## config.mk

```make
export PLATFORM = sky130hd
export DESIGN_NAME = hsel_bank
export DESIGN_NICKNAME = d
export VERILOG_FILES = /design/src/inc/hsel_pkg.sv /design/src/hsel_bank.sv
export VERILOG_INCLUDE_DIRS = /design/src /design/src/inc
export SDC_FILE = /design/constraint.sdc
export NUM_CORES = 1
export LEC_CHECK = 0
export ABC_AREA = 1
export BUFFER_PORTS_ARGS = -buffer_cell sky130_fd_sc_hd__buf_2
export CORE_MARGIN = 4
export CORE_UTILIZATION = 36
export DETAILED_ROUTE_END_ITERATION = 10
export GPL_ROUTABILITY_DRIVEN = 0
export PLACE_DENSITY = 0.87
export RECOVER_POWER = 25
export SETUP_SLACK_MARGIN = 0.1
export SLEW_MARGIN = 25
export SYNTH_ARGS = -nofsm -noshare
export SYNTH_HDL_FRONTEND = slang
export SYNTH_SLANG_ARGS = --single-unit
export TNS_END_PERCENT = 5
```

## constraint.sdc

```tcl
create_clock -name i_clk -period 0.9 [get_ports i_clk]
set_clock_uncertainty 0.2 [all_clocks]
set_input_delay 0.09 -clock i_clk [delete_from_list [all_inputs] [get_ports i_clk]]
set_output_delay 0.09 -clock i_clk [all_outputs]
set_load 0.01 [all_outputs]
```

## src/inc/hsel_regs.svh

```systemverilog
// register offsets, field positions and reset values of the input select bank
`ifndef HSEL_REGS_SVH
`define HSEL_REGS_SVH
`define HSEL_OFF_SELECT   4'h0
`define HSEL_OFF_CONTROL  4'h4
`define HSEL_POS_A_BIT    0
`define HSEL_NEG_A_LSB    1
`define HSEL_POS_B_BIT    8
`define HSEL_NEG_B_LSB    9
`define HSEL_CTL_12B_BIT  0
`define HSEL_CTL_ALT_BIT  1
`define HSEL_RST_SELECT   3'h0
`define HSEL_RST_CONTROL  2'h0
`define HSEL_NEG_VREF_HI  2'h2
`define HSEL_NEG_HI       2'h3
`define HSEL_AN_VREF      4'hf
`endif

```

## src/inc/hsel_pkg.sv

```systemverilog
// types shared by the holder input select bank
package hsel_pkg;
  typedef struct packed {
    logic [1:0] neg_sel;
    logic       pos_sel;
  } hsel_mux_t;
  typedef struct packed {
    logic [3:0] holder_one;
    logic [3:0] holder_two;
    logic [3:0] holder_three;
  } hsel_route_t;
endpackage

```

## src/hsel_bank.sv

```systemverilog
// holder one to three input select register with avalon-mm slave
`include "hsel_regs.svh"
`default_nettype none
module hsel_bank
  import hsel_pkg::*;
(
  // clock and reset
  input  wire logic        i_clk,
  input  wire logic        i_rst_n,
  // avalon-mm slave
  input  wire logic [3:0]  i_address,
  input  wire logic        i_read,
  input  wire logic        i_write,
  input  wire logic [31:0] i_writedata,
  input  wire logic [3:0]  i_byteenable,
  output logic [31:0]      o_readdata,
  output logic             o_waitrequest,
  // front end steering
  input  wire logic        i_use_sample_b,
  output hsel_route_t      o_pos_route,
  output hsel_route_t      o_neg_route,
  output logic             o_twelve_bit_mode
);
  logic       rst_meta;
  logic       rst_sync_n;
  hsel_mux_t  sel_a;
  hsel_mux_t  sel_b;
  logic       twelve_bit_mode;
  logic       alt_pin_meta;
  logic       alt_pin;
  logic       alt_enable;
  logic       ack;
  hsel_mux_t  next_sel_a;
  hsel_mux_t  next_sel_b;
  logic       next_twelve_bit_mode;
  logic       next_alt_enable;
  logic       next_ack;
  logic [31:0] next_readdata;
  hsel_route_t next_pos_route;
  hsel_route_t next_neg_route;
  hsel_mux_t  active;

  // negative code decode; upper bit zero means reference
  function automatic logic [3:0] neg_input(input logic [1:0] code,
                                           input logic [3:0] base);
    logic [3:0] r;
    r = `HSEL_AN_VREF;
    if (code == `HSEL_NEG_HI) begin
      r = 4'h9 + base;
    end else if (code == `HSEL_NEG_VREF_HI) begin
      r = 4'h6 + base;
    end
    return r;
  endfunction

  function automatic logic [3:0] pos_input(input logic sel,
                                           input logic [3:0] base);
    return sel ? 4'h3 + base : 4'h0 + base;
  endfunction

  always_ff @(posedge i_clk or negedge i_rst_n) begin
    if (!i_rst_n) begin
      rst_meta   <= 1'b0;
      rst_sync_n <= 1'b0;
    end else begin
      rst_meta   <= 1'b1;
      rst_sync_n <= rst_meta;
    end
  end

  // alternate select arrives from the sequencer domain, so synchronise
  always_ff @(posedge i_clk or negedge rst_sync_n) begin
    if (!rst_sync_n) begin
      alt_pin_meta <= 1'b0;
      alt_pin      <= 1'b0;
    end else begin
      alt_pin_meta <= i_use_sample_b;
      alt_pin      <= alt_pin_meta;
    end
  end

  logic acc_sel;
  logic acc_ctl;
  assign acc_sel = i_address == `HSEL_OFF_SELECT;
  assign acc_ctl = i_address == `HSEL_OFF_CONTROL;

  always_comb begin
    next_sel_a           = sel_a;
    next_sel_b           = sel_b;
    next_twelve_bit_mode = twelve_bit_mode;
    next_alt_enable      = alt_enable;
    next_ack             = (i_read || i_write) && !ack;
    next_readdata        = o_readdata;
    if (i_write && !ack) begin
      // writes to the select fields are dropped in 12-bit mode
      if (acc_sel && !twelve_bit_mode) begin
        if (i_byteenable[0]) begin
          next_sel_a.pos_sel = i_writedata[`HSEL_POS_A_BIT];
          next_sel_a.neg_sel =
            i_writedata[`HSEL_NEG_A_LSB +: 2];
        end
        if (i_byteenable[1]) begin
          next_sel_b.pos_sel = i_writedata[`HSEL_POS_B_BIT];
          next_sel_b.neg_sel = i_writedata[`HSEL_NEG_B_LSB +: 2];
        end
      end
      if (acc_ctl && i_byteenable[0]) begin
        next_twelve_bit_mode = i_writedata[`HSEL_CTL_12B_BIT];
        next_alt_enable      = i_writedata[`HSEL_CTL_ALT_BIT];
      end
    end
    if (i_read && !ack) begin
      next_readdata = 32'h0000_0000;
      if (acc_sel && !twelve_bit_mode) begin
        next_readdata[`HSEL_POS_A_BIT]     = sel_a.pos_sel;
        next_readdata[`HSEL_NEG_A_LSB +: 2] = sel_a.neg_sel;
        next_readdata[`HSEL_POS_B_BIT]     = sel_b.pos_sel;
        next_readdata[`HSEL_NEG_B_LSB +: 2] = sel_b.neg_sel;
      end else if (acc_ctl) begin
        next_readdata[`HSEL_CTL_12B_BIT] = twelve_bit_mode;
        next_readdata[`HSEL_CTL_ALT_BIT] = alt_enable;
      end
    end
  end

  always_ff @(posedge i_clk or negedge rst_sync_n) begin
    if (!rst_sync_n) begin
      sel_a           <= hsel_mux_t'(`HSEL_RST_SELECT);
      sel_b           <= hsel_mux_t'(`HSEL_RST_SELECT);
      twelve_bit_mode <= 1'b0;
      alt_enable      <= 1'b0;
      ack             <= 1'b0;
      o_readdata      <= 32'h0000_0000;
    end else begin
      sel_a           <= next_sel_a;
      sel_b           <= next_sel_b;
      twelve_bit_mode <= next_twelve_bit_mode;
      alt_enable      <= next_alt_enable;
      ack             <= next_ack;
      o_readdata      <= next_readdata;
    end
  end

  // one wait cycle per access; answer on the second edge
  assign o_waitrequest = (i_read || i_write) && !ack;

  // alternating only when enabled, else sample a always
  always_comb begin
    active = (alt_enable && alt_pin) ? sel_b : sel_a;
    next_pos_route.holder_one   = pos_input(active.pos_sel, 4'h0);
    next_pos_route.holder_two   = pos_input(active.pos_sel, 4'h1);
    next_pos_route.holder_three = pos_input(active.pos_sel, 4'h2);
    next_neg_route.holder_one   = neg_input(active.neg_sel, 4'h0);
    next_neg_route.holder_two   = neg_input(active.neg_sel, 4'h1);
    next_neg_route.holder_three = neg_input(active.neg_sel, 4'h2);
  end

  always_ff @(posedge i_clk or negedge rst_sync_n) begin
    if (!rst_sync_n) begin
      o_pos_route <= '0;
      o_neg_route <= {3{`HSEL_AN_VREF}};
    end else begin
      o_pos_route <= next_pos_route;
      o_neg_route <= next_neg_route;
    end
  end

  assign o_twelve_bit_mode = twelve_bit_mode;
endmodule
`default_nettype wire

```

==> metrics list <==
* Internal power summed over all cells: about 1.9 mW
- Fin. Hold Viols: 14
- For this run, the number of Yosys warnings is 0.
- Sequential Power Share: between 40% and 50%
* Core region area: 3470 um^2
- Detailed Route Iter0 Violations: 25
- Status: complete, but fails checks
- Number of buffers on the longest clock path: 2
* Share of cells above drive strength 1: 40.3%
- The first global-routing pass estimated 3870 um of wire.
* Aggregate routed wire length: ~2600 um
- Count of fill cells added during filler insertion: between 300 and 400
* Peak supply drop: roughly 0.00095 V
- The initialized floorplan defines 21 standard-cell rows.
- The critical path ends at o_waitrequest.
- Power comes to around 2.8 mW.
- Clock transition at the register clock pins on the worst setup and hold paths after CTS: 80 ps
* GR Util All Layers: 11.1%
- Launching instance or port of the critical path: ack
- Input and output buffers added on the ports amount to between 40 and 50.
- From synthesis to final layout, the design area changed by 21.8%.
* PwrDens: around 1700 nW/um^2
* TritonCTS clock tree: done
- After layout, the worst path uses 147% of the clock period.
- Number of distinct standard cells referenced by the synthesized netlist: 20
- Max Cap Violations: 0
* Endpoints failing setup: 45
- Number of cell instances on the worst register-to-register path: 6
- The worst hold path belongs to the class flop to asynchronous set/reset pin.
- STA classifies the critical path endpoint as a primary output.
* Biggest area contributors in the synthesized netlist: sky130_fd_sc_hd__dfrtp_1 (39%), sky130_fd_sc_hd__buf_4 (25%), sky130_fd_sc_hd__nand2_1 (9.8%), sky130_fd_sc_hd__dfstp_2 (5.9%), sky130_fd_sc_hd__nand3_1 (4.1%)
* Final Core Density: ~47%
- In the post-route analysis, the smallest setup slack over all paths is -421 ps.
* Diodes inserted: 0
- Per report_power, the clock group accounts for a little under a quarter of the total.
- For this run, design rule violations remaining after detail routing come to 0.
- The share of total power dissipated in combinational logic is 29.9%.
- Number of antenna violations at the first check in global routing: 0
- Most common cell after layout, fill and taps aside: sky130_fd_sc_hd__buf_2
- Cell accounting for the most synthesized area: sky130_fd_sc_hd__dfrtp_1
* Critical Path RT: 610 ps
- Total overflow reported by the global router: 0
- Number of placed I/O pins: approximately 100
- Based on the critical path, the design can be clocked at up to 0.757 GHz.
* Summed instance area of the synthesized netlist: 1340 um^2
- In this run, CTS created clock tree buffers numbering 3.
- Of the synthesized area, sequential elements account for 45.3%.
- Crit Path Max Fanout: 3
- Detailed Place HPWL: 2000 um
- The startpoint identified for the worst register-to-register timing path is ack.
* Clock latency on the worst-skew pair: 260 ps
- Type of the setup path with the least slack: flop to primary output
- The checks that failed: hold timing, setup timing.
* Hold Buf Count CTS: 2
* Clock root buffer: sky130_fd_sc_hd__clkbuf_8
* Synthesized instance count: 154
* Sw Share: 31.1%
* P_leak: 0.885 nW
* Vias per inst: 3.96
- Unrepaired setup endpoints after global routing: true
- The tightest hold path in the finished design has a slack of -164 ps.
- Via Count: just under 1,000
* Crit path launch type: flop
- Entering global routing, the biggest net connects 21 pins.
- The clock drives 24 sinks.
- Max-slew violation count: 0
- Number of global-route vias before repair: 862
* Endpoint of the worst register-to-register path: sel_b[2]
- Post-layout minimum cycle time: around 1300 ps
- Final net count: 247
* Initial core utilization: 38.5%
- The top cell type by area accounts for 39.4% of the synthesized area.
* Drt wl/cell: 10.4 um
* Switching pwr: 0.861 mW
* Worst path arrival time: 1030 ps
* Minimum setup slack among reg-to-reg paths: -370 ps
* H-tree lvl count: 1
- In the layout the commonest cells are sky130_fd_sc_hd__buf_2 (35), sky130_fd_sc_hd__conb_1 (34), sky130_fd_sc_hd__nand2_1 (29), sky130_fd_sc_hd__dfrtp_1 (21), sky130_fd_sc_hd__nand3_1 (10).
- A synthesized cell averages 8.67 um^2.
- Die H: 68.9 um
- Die Span X: 68.9 um
- Count of TritonRoute iterations in the first routing pass: 4
* Count of nets left with antenna violations after detail routing: 0
- Synthesis inferred 24 register bits.
- Area of the die: 4750 um^2
==> per-stage QoR <==
stage | cell area [um^2] | std cells | setup slack, ps | hold WS (ps) | TNS, ps
4_1_cts | 1600 | 246 | -428 | -136 | -11750
3_5_place_dp | 1490 | 239 | -334 | -321 | -5710
3_3_place_gp | 1490 | 239 | -311 | -322 | -5170
6_report | 1630 | 247 | -421 | -164 | -11370
2_1_floorplan | 1470 | 186 | -262 | -406 | -4810
5_1_grt | 1630 | 247 | -458 | -151 | -13690
==> critical path, cell delays in order (launching register included) <==
cell and delay (ps):
sky130_fd_sc_hd__dfrtp_1 400, sky130_fd_sc_hd__inv_1 70, sky130_fd_sc_hd__nand2_2 110, sky130_fd_sc_hd__nand2_2 80, sky130_fd_sc_hd__buf_6 120
==> cells in the mapped netlist, drive strengths merged <==
library cell  instances
or2                   1
and2                  1
a21oi                 1
conb                  2
nor2                 11
nand2                37
nand3                12
nand4                 1
o21ai                 6
inv                  12
clkinv                1
buf                  45
dfrtp                21
dfstp                 3
==> sequential cells by signal (all words and copies together), names as in the netlist <==
name / count
o_readdata: 6
alt_pin_meta: 1
sel_a: 3
alt_pin: 1
rst_meta: 1
ack: 1
alt_enable: 1
o_neg_route: 3
o_pos_route: 2
o_twelve_bit_mode: 1
sel_b: 3
rst_sync_n: 1
==> metal layers <==
| layer | vias up | routed length [um] | global-route usage [%] |
|---|---|---|---|
| met5 | - | 0 | 0 |
| met4 | 0 | 17 | 3.65 |
| met3 | 2 | 222 | 2.27 |
| met2 | 40 | 1340 | 18.9 |
| met1 | 450 | 979 | 13.9 |
| li1 | 486 | - | - |
==> logic make-up after synthesis <==
logic type,after synthesis,share of synthesized area [%]
other cells,2,0.563
buf+inv,58,29.1
compound gates,7,2.90
simple gates,63,22.2
flops,24,45.3
==> power by group through the flow <==
stage          clock network [mW]  registers (mW)  logic (mW)
6_report                    0.627            1.31       0.826
5_1_grt                     0.689            1.33       0.922
4_1_cts                     0.649            1.30       0.803
3_5_place_dp                    0            1.32       0.733
3_3_place_gp                    0            1.31       0.721
2_1_floorplan                   0            1.37       0.551
==> worst min-delay path by stage <==
stage / cells after the start / start / endpoint
3_3_place_gp: 1 / i_rst_n / rst_meta
3_5_place_dp: 1 / i_rst_n / rst_meta
6_report: 0 / rst_sync_n / o_pos_route[4]
5_1_grt: 0 / rst_sync_n / o_pos_route[4]
2_1_floorplan: 0 / i_rst_n / rst_meta
4_1_cts: 3 / i_writedata[0] / o_twelve_bit_mode
==> layout make-up <==
cell class / instances / area (um^2) / area share (%)
Clock buffer: 4 / 45.0 / 2.77
Inverter: 13 / 53.8 / 3.31
Multi-Input combinational cell: 104 / 502 / 30.8
Sequential cell: 24 / 604 / 37.2
Tap cell: 46 / 57.6 / 3.54
Timing Repair Buffer: 56 / 364 / 22.4
==> what timing repair did <==
action | CTS | global route
pin swaps | 7 | 5
endpoints found under the setup margin | 45 | 45
setup buffers | 1 | 1
resized for setup | 11 | 10
endpoints found under the hold margin | 15 | 13
Note: power is estimated with default switching activity, not from simulation.
